**src/pkg/tnm_pkg.sv**
```systemverilog
// Package for the command interpreter: command codes, field positions, reset values.
// Assumes a single core clock domain and an 8-bit command byte from the host.
package tnm_pkg;
  // ----------------------------------------------------------------
  // Command codes
  // ----------------------------------------------------------------
  localparam logic [7:0] CMD_RX_TEST = 8'hB0;
  localparam logic [7:0] CMD_HOST_IF_TEST = 8'hBC;
  localparam logic [7:0] CMD_FDX_LOOP_TEST = 8'hB8;
  localparam logic [7:0] CMD_TX_TEST_A = 8'hB4;
  localparam logic [7:0] CMD_TX_TEST_B = 8'hB6;
  localparam logic [7:0] CMD_INT_CLEAR = 8'h88;
  localparam logic [7:0] CMD_RESP_READY = 8'hC5;
  localparam logic [7:0] CMD_END_PHYS = 8'hA8;
  localparam logic [7:0] CMD_OFFLINE = 8'h01;
  localparam logic [4:0] PHYS_UPPER = 5'h14;
  localparam logic [7:0] RESP_PTR_OFFSET = 8'h88;
  // ----------------------------------------------------------------
  // Semaphore values
  // ----------------------------------------------------------------
  localparam logic [7:0] SEM_DONE = 8'hFF;
  localparam logic [7:0] SEM_ILLEGAL = 8'hFE;
  localparam logic [7:0] SEM_BUSY = 8'h00;
  // ----------------------------------------------------------------
  // Field positions, adjustments and reset values
  // ----------------------------------------------------------------
  localparam int PT_LEN_LSB = 11;
  localparam int PT_PRE_LSB = 8;
  localparam int PHYS_DATA_BIT = 2;
  localparam int RES_ACK_BIT = 2;
  localparam int RES_NACK_BIT = 1;
  localparam int RES_CONF_BIT = 0;
  localparam int IST0_CMD_COMPLETE_BIT = 0;
  localparam logic [5:0] FRAME_LEN_ADJ = 6'h02;
  localparam logic [3:0] PRE_CNT_ADJ = 4'h1;
  localparam logic [15:0] PATTERN_RESET = 16'h0000;
  localparam logic [15:0] SMD_DATA_RESET = 16'hFFFF;
  localparam logic [4:0] SMD_BITS = 5'h10;
  typedef enum logic [2:0] {TNM_TEST_NONE, TNM_TEST_HOST, TNM_TEST_FDX, TNM_TEST_TX, TNM_TEST_RX} tnm_test_e;
endpackage : tnm_pkg

```
**src/hw/tnm_cmd_interp.sv**
```systemverilog
// Command interpreter for self-test, notify and modem station-management commands.
// Assumes the host presents a command byte with a one-cycle strobe; the modem
// symbol lines are synchronous to core_clk.
`timescale 1ns/1ps
module tnm_cmd_interp #(
  parameter int STAT_W = 16
) (
  input wire logic core_clk,
  input wire logic rst_b,
  input wire logic clk_en,
  input wire logic cmd_valid,
  input wire logic [7:0] command_register,
  input wire logic [15:0] cmd_param_word0,
  input wire logic [15:0] cmd_param_word1,
  input wire logic pattern_timing_wr,
  input wire logic [15:0] pattern_timing_wdata,
  input wire logic predefined_resp_mode,
  input wire logic [STAT_W-1:0] status_set0,
  input wire logic [STAT_W-1:0] status_set1,
  input wire logic [STAT_W-1:0] status_mask0,
  input wire logic [STAT_W-1:0] status_mask1,
  input wire logic rx_frame_done,
  input wire logic [15:0] rx_frame_status,
  input wire logic station_mgmt_indication_n,
  input wire logic rx_symbol_line_0,
  input wire logic rx_symbol_line_1,
  input wire logic rx_symbol_line_2,
  output logic [7:0] semaphore_q,
  output logic [15:0] pattern_timing_word,
  output logic [5:0] rx_test_frame_len_q,
  output logic [3:0] rx_test_preamble_cnt_q,
  output logic [7:0] rx_test_preamble_octet_q,
  output logic [2:0] test_mode_q,
  output logic [STAT_W-1:0] int_status0_q,
  output logic [STAT_W-1:0] int_status1_q,
  output logic irq_n_q,
  output logic [7:0] cmd_result_word,
  output logic [15:0] cmd_return_word_q,
  output logic fd_status_we_q,
  output logic [15:0] fd_status_q,
  output logic resp_ptr_valid_q,
  output logic station_mgmt_request_n,
  output logic tx_symbol_line_0,
  output logic tx_symbol_line_1,
  output logic tx_symbol_line_2
);
  import tnm_pkg::*;

  initial begin
    if (STAT_W < 1 || STAT_W > 16) $error("STAT_W must be 1..16");
  end

  typedef enum logic [2:0] {TNM_IDLE, TNM_CLR_EXEC, TNM_SM_WAIT_ACK, TNM_SM_SHIFT_OUT, TNM_SM_WAIT_START,
    TNM_SM_SHIFT_IN, TNM_SM_WAIT_IDLE, TNM_SM_WAIT_END} tnm_state_e;
  tnm_state_e state_q;
  logic [STAT_W-1:0] clr_mask0_q;
  logic [STAT_W-1:0] clr_mask1_q;
  logic [15:0] shift_q;
  logic [4:0] bit_cnt_q;
  logic cmd_data_q;
  logic ack_q;
  logic nack_q;
  logic irq_hold_q;
  logic [STAT_W-1:0] st0_d;
  logic [STAT_W-1:0] st1_d;
  logic accept;
  logic illegal;
  logic is_phys;
  logic clr_now;

  // ----------------------------------------------------------------
  // Decode
  // ----------------------------------------------------------------
  // Commands arriving while a modem handshake is running are dropped; host must wait for FF.
  assign accept = clk_en && cmd_valid && (state_q == TNM_IDLE);
  assign illegal = (command_register[7:5] == 3'b000);
  assign is_phys = (command_register[7:3] == PHYS_UPPER) && (command_register[2:0] != 3'b000);
  assign clr_now = (state_q == TNM_CLR_EXEC);

  // ----------------------------------------------------------------
  // Receive-test pattern word
  // ----------------------------------------------------------------
  always_ff @(posedge core_clk or negedge rst_b) begin
    if (!rst_b) begin
      pattern_timing_word <= PATTERN_RESET;
      rx_test_frame_len_q <= '0;
      rx_test_preamble_cnt_q <= '0;
      rx_test_preamble_octet_q <= '0;
    end else if (clk_en && pattern_timing_wr) begin
      pattern_timing_word <= pattern_timing_wdata;
      rx_test_frame_len_q <= {1'b0, pattern_timing_wdata[15:PT_LEN_LSB]} + FRAME_LEN_ADJ;
      rx_test_preamble_cnt_q <= {1'b0, pattern_timing_wdata[10:PT_PRE_LSB]} + PRE_CNT_ADJ;
      rx_test_preamble_octet_q <= pattern_timing_wdata[7:0];
    end
  end

  // ----------------------------------------------------------------
  // Self-test mode and receive status
  // ----------------------------------------------------------------
  always_ff @(posedge core_clk or negedge rst_b) begin
    if (!rst_b) begin
      test_mode_q <= TNM_TEST_NONE;
    end else if (accept) begin
      unique case (command_register)
        CMD_HOST_IF_TEST: test_mode_q <= TNM_TEST_HOST;
        CMD_FDX_LOOP_TEST: test_mode_q <= TNM_TEST_FDX;
        CMD_TX_TEST_A, CMD_TX_TEST_B: test_mode_q <= TNM_TEST_TX;
        CMD_RX_TEST: test_mode_q <= TNM_TEST_RX;
        CMD_OFFLINE: test_mode_q <= TNM_TEST_NONE;
        default: test_mode_q <= test_mode_q;
      endcase
    end
  end

  always_ff @(posedge core_clk or negedge rst_b) begin
    if (!rst_b) begin
      fd_status_we_q <= 1'b0;
      fd_status_q <= '0;
    end else if (clk_en) begin
      fd_status_we_q <= rx_frame_done && (test_mode_q == TNM_TEST_RX);
      if (rx_frame_done) fd_status_q <= rx_frame_status;
    end
  end

  always_ff @(posedge core_clk or negedge rst_b) begin
    if (!rst_b) begin
      resp_ptr_valid_q <= 1'b0;
    end else if (accept && command_register == CMD_RESP_READY && !predefined_resp_mode) begin
      resp_ptr_valid_q <= 1'b1;
    end
  end

  // ----------------------------------------------------------------
  // Interrupt status words and request
  // ----------------------------------------------------------------
  always_comb begin
    st0_d = int_status0_q;
    st1_d = int_status1_q;
    if (clr_now) begin
      st0_d = st0_d & ~clr_mask0_q;
      st1_d = st1_d & ~clr_mask1_q;
    end
    // New events win over a clear in the same cycle
    st0_d = st0_d | status_set0;
    st1_d = st1_d | status_set1;
  end

  always_ff @(posedge core_clk or negedge rst_b) begin
    if (!rst_b) begin
      int_status0_q <= '0;
      int_status1_q <= '0;
      clr_mask0_q <= '0;
      clr_mask1_q <= '0;
    end else if (clk_en) begin
      int_status0_q <= st0_d;
      int_status1_q <= st1_d;
      if (accept && command_register == CMD_INT_CLEAR) begin
        clr_mask0_q <= cmd_param_word0[STAT_W-1:0];
        clr_mask1_q <= cmd_param_word1[STAT_W-1:0];
      end
    end
  end

  always_ff @(posedge core_clk or negedge rst_b) begin
    if (!rst_b) begin
      irq_hold_q <= 1'b0;
      irq_n_q <= 1'b1;
    end else if (clk_en) begin
      if (accept && command_register == CMD_INT_CLEAR) begin
        irq_hold_q <= 1'b1;
        irq_n_q <= 1'b1;
      end else begin
        if (clr_now) irq_hold_q <= 1'b0;
        irq_n_q <= ~(!irq_hold_q && (|(int_status0_q & status_mask0) || |(int_status1_q & status_mask1)));
      end
    end
  end

  // ----------------------------------------------------------------
  // Command sequencer and station management
  // ----------------------------------------------------------------
  always_ff @(posedge core_clk or negedge rst_b) begin
    if (!rst_b) begin
      state_q <= TNM_IDLE;
      semaphore_q <= SEM_DONE;
      cmd_result_word <= '0;
      cmd_return_word_q <= SMD_DATA_RESET;
      shift_q <= '0;
      bit_cnt_q <= '0;
      cmd_data_q <= 1'b0;
      ack_q <= 1'b0;
      nack_q <= 1'b0;
      station_mgmt_request_n <= 1'b1;
      tx_symbol_line_0 <= 1'b1;
      tx_symbol_line_1 <= 1'b0;
      tx_symbol_line_2 <= 1'b0;
    end else if (clk_en) begin
      unique case (state_q)
        TNM_IDLE: begin
          if (accept) begin
            semaphore_q <= SEM_BUSY;
            if (illegal) begin
              semaphore_q <= SEM_ILLEGAL;
            end else if (command_register == CMD_INT_CLEAR) begin
              state_q <= TNM_CLR_EXEC;
            end else if (command_register == CMD_END_PHYS) begin
              station_mgmt_request_n <= 1'b1;
              state_q <= TNM_SM_WAIT_END;
            end else if (is_phys) begin
              station_mgmt_request_n <= 1'b0;
              tx_symbol_line_0 <= 1'b1;
              tx_symbol_line_2 <= command_register[1];
              tx_symbol_line_1 <= command_register[0];
              cmd_data_q <= command_register[PHYS_DATA_BIT];
              shift_q <= cmd_param_word0;
              ack_q <= 1'b0;
              nack_q <= 1'b0;
              state_q <= TNM_SM_WAIT_ACK;
            end else begin
              cmd_result_word <= 8'h01 << RES_CONF_BIT;
              semaphore_q <= SEM_DONE;
            end
          end
        end
        TNM_CLR_EXEC: begin
          semaphore_q <= SEM_DONE;
          state_q <= TNM_IDLE;
        end
        TNM_SM_WAIT_ACK: begin
          if (!station_mgmt_indication_n && (rx_symbol_line_1 || rx_symbol_line_2)) begin
            ack_q <= rx_symbol_line_1;
            nack_q <= rx_symbol_line_2;
            if (cmd_data_q) begin
              bit_cnt_q <= '0;
              state_q <= TNM_SM_SHIFT_OUT;
            end else begin
              tx_symbol_line_1 <= 1'b0;
              tx_symbol_line_2 <= 1'b0;
              state_q <= TNM_SM_WAIT_IDLE;
            end
          end
        end
        TNM_SM_SHIFT_OUT: begin
          tx_symbol_line_0 <= shift_q[0];
          shift_q <= {1'b0, shift_q[15:1]};
          bit_cnt_q <= bit_cnt_q + 5'h01;
          if (bit_cnt_q == SMD_BITS - 5'h01) begin
            state_q <= TNM_SM_WAIT_START;
          end
        end
        TNM_SM_WAIT_START: begin
          tx_symbol_line_0 <= 1'b1;
          if (!rx_symbol_line_0) begin
            bit_cnt_q <= '0;
            state_q <= TNM_SM_SHIFT_IN;
          end
        end
        TNM_SM_SHIFT_IN: begin
          shift_q <= {rx_symbol_line_0, shift_q[15:1]};
          bit_cnt_q <= bit_cnt_q + 5'h01;
          if (bit_cnt_q == SMD_BITS - 5'h01) begin
            tx_symbol_line_1 <= 1'b0;
            tx_symbol_line_2 <= 1'b0;
            state_q <= TNM_SM_WAIT_IDLE;
          end
        end
        TNM_SM_WAIT_IDLE: begin
          if (!station_mgmt_indication_n && !rx_symbol_line_1 && !rx_symbol_line_2) begin
            if (cmd_data_q) cmd_return_word_q <= shift_q;
            cmd_result_word <= 8'((ack_q << RES_ACK_BIT) | (nack_q << RES_NACK_BIT) | 8'h01);
            semaphore_q <= SEM_DONE;
            state_q <= TNM_IDLE;
          end
        end
        TNM_SM_WAIT_END: begin
          if (station_mgmt_indication_n) begin
            cmd_result_word <= 8'h01 << RES_CONF_BIT;
            semaphore_q <= SEM_DONE;
            state_q <= TNM_IDLE;
          end
        end
      endcase
    end
  end

  // ----------------------------------------------------------------
  // Checks
  // ----------------------------------------------------------------
  AST_ILLEGAL_FE: assert property (@(posedge core_clk) disable iff (!rst_b)
    accept && illegal |=> semaphore_q == SEM_ILLEGAL && state_q == TNM_IDLE) else $error("illegal command not FE");
  AST_IRQ_DROP: assert property (@(posedge core_clk) disable iff (!rst_b)
    accept && command_register == CMD_INT_CLEAR |=> irq_n_q) else $error("irq not negated on clear");
  AST_CLEAR_MASK: assert property (@(posedge core_clk) disable iff (!rst_b)
    clk_en && clr_now && status_set0 == '0 |=> (int_status0_q & $past(clr_mask0_q)) == '0)
    else $error("masked bit survived clear");
  AST_NO_TCC: assert property (@(posedge core_clk) disable iff (!rst_b)
    clk_en && clr_now && !status_set0[IST0_CMD_COMPLETE_BIT] && !int_status0_q[IST0_CMD_COMPLETE_BIT]
    |=> !int_status0_q[IST0_CMD_COMPLETE_BIT]) else $error("complete flag set by clear");
  AST_STATION_MGMT_REQUEST_N_LOW: assert property (@(posedge core_clk) disable iff (!rst_b)
    accept && is_phys |=> !station_mgmt_request_n ##0 tx_symbol_line_0) else $error("request not low");
  AST_END_WAIT: assert property (@(posedge core_clk) disable iff (!rst_b)
    state_q == TNM_SM_WAIT_END && station_mgmt_request_n && !station_mgmt_indication_n |=> state_q == TNM_SM_WAIT_END)
    else $error("end done before indication");
  AST_RX_LEN: assert property (@(posedge core_clk) disable iff (!rst_b)
    clk_en && pattern_timing_wr |=> rx_test_frame_len_q == {1'b0, $past(pattern_timing_wdata[15:11])} + 6'h02)
    else $error("frame length wrong");
  AST_RX_FD: assert property (@(posedge core_clk) disable iff (!rst_b)
    clk_en && rx_frame_done && test_mode_q == TNM_TEST_RX |=> fd_status_we_q) else $error("fd status missing");
  AST_RESP: assert property (@(posedge core_clk) disable iff (!rst_b)
    accept && command_register == CMD_RESP_READY && predefined_resp_mode && !resp_ptr_valid_q |=> !resp_ptr_valid_q)
    else $error("response ready in predefined mode");
  COV_PHYS: cover property (@(posedge core_clk) state_q == TNM_SM_WAIT_IDLE ##1 state_q == TNM_IDLE);
  COV_DATA: cover property (@(posedge core_clk) state_q == TNM_SM_SHIFT_IN);
  COV_CLR: cover property (@(posedge core_clk) clr_now);
  COV_RXT: cover property (@(posedge core_clk) fd_status_we_q);
endmodule : tnm_cmd_interp

```
**config.mk**
```make
export PLATFORM = sky130hd
export DESIGN_NAME = tnm_cmd_interp
export DESIGN_NICKNAME = d
export VERILOG_FILES = /design/src/pkg/tnm_pkg.sv /design/src/hw/tnm_cmd_interp.sv
export SDC_FILE = /design/constraint.sdc
export NUM_CORES = 1
export LEC_CHECK = 0
export BUFFER_PORTS_ARGS = -buffer_cell sky130_fd_sc_hd__buf_2
export CORE_MARGIN = 2
export CORE_UTILIZATION = 50
export CTS_BUF_LIST = sky130_fd_sc_hd__clkbuf_4 sky130_fd_sc_hd__clkbuf_8 sky130_fd_sc_hd__clkbuf_16
export CTS_CLUSTER_SIZE = 24
export DETAILED_ROUTE_END_ITERATION = 12
export HOLD_SLACK_MARGIN = 0.06
export PLACE_DENSITY_LB_ADDON = 0.12
export SLEW_MARGIN = 20
export SYNTH_ARGS = -nofsm -noshare
export SYNTH_HDL_FRONTEND = slang
export SYNTH_SLANG_ARGS = --single-unit
```
**constraint.sdc**
```tcl
create_clock -name core_clk -period 2.21 [get_ports core_clk]
set_input_delay 0.3315 -clock core_clk [delete_from_list [all_inputs] [get_ports core_clk]]
set_output_delay 0.3315 -clock core_clk [all_outputs]
set_load 0.05 [all_outputs]
```
; Word level (Yosys, flattened, before mapping)
; Cells that the tools add are included.
[totals]
reg_bits = 184
output_inout_bits = 124
wordCells = 204
[op_classes]
n_addsub = 3
eq_ne = 34
n_mux = 76
bitwise_logic = 13
reduce_logical = 51
[op_table]
columns = cell, count
row1 = two-way mux 16 bit, 7
row2 = two-way mux 8 bit, 14
row3 = AND 16 bit, 4
row4 = "equality test 8 bit, second input constant", 8
row5 = one-hot mux 16 bit (3 select lines), 1
row6 = two-way mux 3 bit, 12
row7 = NOT 16 bit, 2
row8 = bitwise OR 16 bit, 2
row9 = one-hot mux 8 bit (4 select lines), 1
row10 = OR reduction 16 bit, 2
row11 = two-way mux 1 bit, 29
row12 = "inequality test 2 bit, second input constant", 14
row13 = one-hot mux 3 bit (8 select lines), 1
row14 = one-hot mux 8 bit (3 select lines), 1
row15 = AND reduction 7 bit, 3
row16 = AND reduction 10 bit, 2
row17 = nonzero test 3 bit, 6
row18 = "equality test 3 bit, second input constant", 5
row19 = two-way mux 5 bit, 3
row20 = one-hot mux 3 bit (5 select lines), 1
row21 = one-hot mux 5 bit (3 select lines), 1
row22 = logical AND 1 bit, 12
row23 = AND reduction 5 bit, 2
row24 = one-hot mux 1 bit (3 select lines), 3
row25 = other kinds (24), 41

; Longest topological paths before layout
[depth]
ltp_word = 8
mapped_depth = 8
depth_no_buf = 7

; Worst setup path before layout
; OpenSTA, ideal clock, no wires.
[synth_timing]
kind = input port to flip-flop
from = input command_register[2]
to = register clr_mask0_q[0]
setup_time_ps = 125
arrival_ps = 1855
t_required_ps = 2085
path_slack_ps = 230
cell_stages = 6
path_buffers = 3
cell_sequence = buf_6 -> or4b_1 -> or3_1 -> buf_6 -> buf_12 -> mux2_4
[synth_via]
elab_chain_len = 3
[synth_rtl]
columns = element, line_no
row1 = start: declaration, tnm_cmd_interp.sv:12  ; input wire logic [7:0] command_register,
row2 = equality test 8 bit, tnm_cmd_interp.sv:157  ; if (accept && command_register == CMD_INT_CLEAR) begin
row3 = logical AND 1 bit, tnm_cmd_interp.sv:157
row4 = AND reduction 2 bit (no line), -
row5 = end signal: assignment, tnm_cmd_interp.sv:158  ; clr_mask0_q <= cmd_param_word0[STAT_W-1:0];
row6 = end: declaration, tnm_cmd_interp.sv:56  ; logic [STAT_W-1:0] clr_mask0_q;
; Every way passes these cells.
; A chain may end at the register's enable or synchronous reset.

; Worst setup path after layout
[layout_timing]
from = register state_q[0]
to = register clr_mask0_q[11]
[layout_via]
elab_chain_len = 4
[layout_rtl]
columns = element, line_no
row1 = start: declaration, tnm_cmd_interp.sv:55  ; tnm_state_e state_q;
row2 = start signal: assignment, tnm_cmd_interp.sv:184  ; state_q <= TNM_IDLE;
row3 = start signal: assignment, tnm_cmd_interp.sv:205  ; state_q <= TNM_CLR_EXEC;
row4 = start signal: assignment, tnm_cmd_interp.sv:208  ; state_q <= TNM_SM_WAIT_END;
row5 = zero test 3 bit, tnm_cmd_interp.sv:75  ; assign accept = clk_en && cmd_valid && (state_q == TNM_IDLE);
row6 = logical AND 1 bit, tnm_cmd_interp.sv:75
row7 = logical AND 1 bit, tnm_cmd_interp.sv:157
row8 = AND reduction 2 bit (no line), -
; Every way passes these cells.

==> results.json <==
{
  "timing.slew.headroom_pct": 59.57,
  "status": "finished, final reports clean",
  "synthMuxAreaShare_pct": 16.94,
  "synth_simple_gate_area_share_pct": 8.740,
  "nNetsFinal": 1016,
  "synth-seq-cells": 164,
  "p_leak_nw": 4.823,
  "routedWlPerCell_um": 17.35,
  "rows": 44,
  "finalCritPeriodShare_pct": 92.69,
  "syn_avg_cell_area_um2": 12.36,
  "cpMaxStageDelayCell": "or3_2",
  "cp-end-kind": "flop",
  "synth_area_mm2": 0.007401,
  "critPathKind": "flop to flop",
  "synthArstFlopShare_pct": 100.0,
  "ys_seq_area_share_pct": 55.81,
  "maxCapViolCount": 0,
  "die_area_mm2": 0.01579,
  "track_usage_pct": 23.73,
  "worst_clock_skew_ns": 0.007992,
  "place_congestion": 0.8573,
  "post-dp-hpwl_um": 13620,
  "h-tree-depth": 4,
  "min_from": "status_set1[1]",
  "rsz0062_at_grt": "false",
  "worst_r2r_endpoint": "clr_mask0_q[11]$_DFFE_PN0P_",
  "ys.flop_type": "dfrtp_1",
  "die_h_um": 125.7,
  "period_minus_slack_ns": 2.048,
  "clock_latency_ns": 0.42,
  "viasPerCell": 5.405,
  "synth_xor_area_share_pct": 0.4734,
  "boundaryPins": 271,
  "max-vdd-ir-drop_uv": 687.8,
  "cts.root.buffer_cell": "clkbuf_16",
  "finalNonFillerCells": 1063,
  "reg2reg_from": "state_q[0]$_DFFE_PN0P_",
  "fmax_mhz": 488.2,
  "hold_violations": 0,
  "dpl.cell_count": 1029,
  "hp-class": "input port to flop",
  "cts_tree": "done",
  "cts_buffers": 17,
  "cts.sinks": 164,
  "nFillCells": 1137,
  "cp_data_arrival_time_ns": 2.35,
  "core_area_mm2": 0.01448,
  "layout.area.seq_mm2": 0.004130,
  "drtPass1Iterations": 4,
  "r2r_cells": 6,
  "antenna_found_initial": 2,
  "drt_iter0_drc": 288,
  "synth_edf_count": 0,
  "yosys.area_share.adder_pct": 0.6762,
  "ant_nets": 0,
  "wl_um": 18450,
  "rrSetupSlack_ns": 0.16,
  "drive_above_1_share_pct": 50.00,
  "grt_start_max_net_pins": 65,
  "die_w_um": 125.7,
  "area_growth_pct": 29.64,
  "p_total_mw": 9.431,
  "required_ns": 2.51,
  "whs_path_depth": 2,
  "setup_ws_ns": 0.1616,
  "critPathMaxStageDelay_ns": 0.46,
  "cp_top_family": "simple AND/OR/NAND/NOR gates",
  "portBuffers": 265,
  "worstMarginPinSlew_ns": 0.6028,
  "fin_tns_setup_ns": 0,
  "synth.distinct_cells": 61,
  "hold_path_end": "int_status1_q[1]$_DFFE_PN0P_",
  "start_util_pct": 51.11,
  "path_clk_slew_ns": 0.06,
  "cp-start-kind": "flop",
  "grt_pass1_wl_um": 29770,
  "grt_overflow_total": 0,
  "cp_max_fo": 34,
  "num_vias": 5745,
  "preCtsSetupSlack_ns": 0.02591,
  "fin_hold_ws_ns": 0.1335,
  "finalSetupViolations": 0,
  "path_cells": "nor2_1, and3_1, nand2_1, or3_2, buf_12, mux2_4",
  "synth_top_family_by_area": "multiplexers",
  "postSynthCellCount": 599,
  "grt_pass1_vias": 5744,
  "p_per_area_mw_per_mm2": 983.0,
  "clk_path_buf_depth": 2,
  "synth_compound_area_share_pct": 12.29,
  "route.detailed.drc": 0,
  "multi_input_area_mm2": 0.002934,
  "maxSlewViolCount": 0,
  "worst-path-buf-inv": 1,
  "ys.warnings.count": 0
}
[placed cells by master (no fill, tap or decap), types with 3 or more instances in the layout]
master       n
buf_2      264
dfrtp_1    143
nand2_1     70
mux2_2      58
a22o_1      38
o21ai_0     29
mux2_4      28
dfstp_2     21
buf_4       20
mux2i_1     18
clkbuf_16   17
nor2_1      16
a22oi_1     16
inv_1       11
nand3_1     10
a21oi_1      8
nand2b_1     8
buf_12       6
nand4_1      5
nor3_1       5
conb_1       5
o211ai_1     4
and3_1       4
nor4_1       4
a211oi_1     4
ha_1         4
clkbuf_4     4
bufinv_16    4
xnor2_1      3
o21ai_1      3
clkbuf_8     3
[per-layer routing]
layer  up-vias  GRT usage, %  part of all wire, %
met2       217         38.06                   48
met5         -             0                0.070
met1      2826         31.77                   43
met4         2         6.732                  1.4
met3        25         6.924                  7.2
li1       2675             -                    -
[synth_stat cells (all sizes together) (4+ instances only)]
cell type	count	area (um2)
a21oi	8	40.04
clkbuf	17	63.81
nor3	5	25.02
buf	32	266.5
o21ai	33	165.2
inv	11	41.29
a22oi	16	120.1
mux2	86	1074
dfrtp	143	3578
nand2b	8	50.05
dfstp	21	551.8
nor2	17	63.81
nor4	4	25.02
a211oi	4	30.03
mux2i	18	180.2
ha	4	50.05
a22o	38	332.8
nand2	70	262.8
nand4	5	31.28
nand3	10	50.05
o211ai	4	30.03
and3	4	25.02
[final cells by class]
class | count | area share, %
Sequential cell | 164 | 43.05
Multi-Input combinational cell | 379 | 30.58
Timing Repair Buffer | 292 | 16.81
Clock buffer | 24 | 5.177
Tap cell | 184 | 2.400
Clock inverter | 8 | 1.526
Inverter | 11 | 0.4304
Antenna cell | 1 | 0.02608
[kinds of logic after synthesis]
kind of cell	Yosys count
buffers and inverters	60
adder cells (fa/ha/maj)	4
multiplexers	104
AND/OR/NAND/NOR	137
other	1
flip-flops	164
XOR/XNOR	4
AO/OA/AOI/OAI	125
[how the worst max path moves through the flow]
stage / startpoint / end / slack [ns] / cells after the start
4_1_cts: state_q[0]$_DFFE_PN0P_ / clr_mask0_q[11]$_DFFE_PN0P_ / 0.15 / 6
2_1_floorplan: command_register[2] / clr_mask0_q[0]$_DFFE_PN0P_ / 0.23 / 6
6_report: state_q[0]$_DFFE_PN0P_ / clr_mask0_q[11]$_DFFE_PN0P_ / 0.16 / 6
5_1_grt: state_q[2]$_DFFE_PN0P_ / shift_q[11]$_DFFE_PN0P_ / 0.06 / 7
3_5_place_dp: command_register[1] / clr_mask0_q[8]$_DFFE_PN0P_ / 0.03 / 5
3_3_place_gp: command_register[1] / clr_mask1_q[11]$_DFFE_PN0P_ / 0.05 / 5
[registers in the layout (all words and copies together) (netlist names), 4 cells and up]
name and cells:
bit_cnt_q 5, clr_mask0_q 16, clr_mask1_q 16, cmd_return_word_q 16
fd_status_q 16, int_status0_q 16, int_status1_q 16, pattern_timing_word 16
rx_test_frame_len_q 5, rx_test_preamble_cnt_q 4, shift_q 16
[report_power, final]
group,switching (mW),internal [mW]
Sequential,0.310,3.44
Combinational,1.65,0.854
Clock,1.15,2.03
Total,3.10,6.33
[metrics by stage]
| step | instance area [um2] | util (%) |
|---|---|---|
| CTS | 9579 | 66.16 |
| floorplan | 7416 | - |
| global route | 9592 | 66.25 |
| global placement | 8926 | 61.65 |
| finish | 9594 | 66.26 |
| detailed placement | 8926 | 61.65 |
[what timing repair did]
| action | 4_1_cts | 5_1_grt |
|---|---|---|
| endpoints found under the setup margin | 0 | 2 |
| resized for setup | 0 | 1 |
| setup buffers | 0 | 0 |
| hold buffers | 1 | 0 |
| hold endpoints to repair | 38 | 0 |
Note: power is estimated with default switching activity, not from simulation.
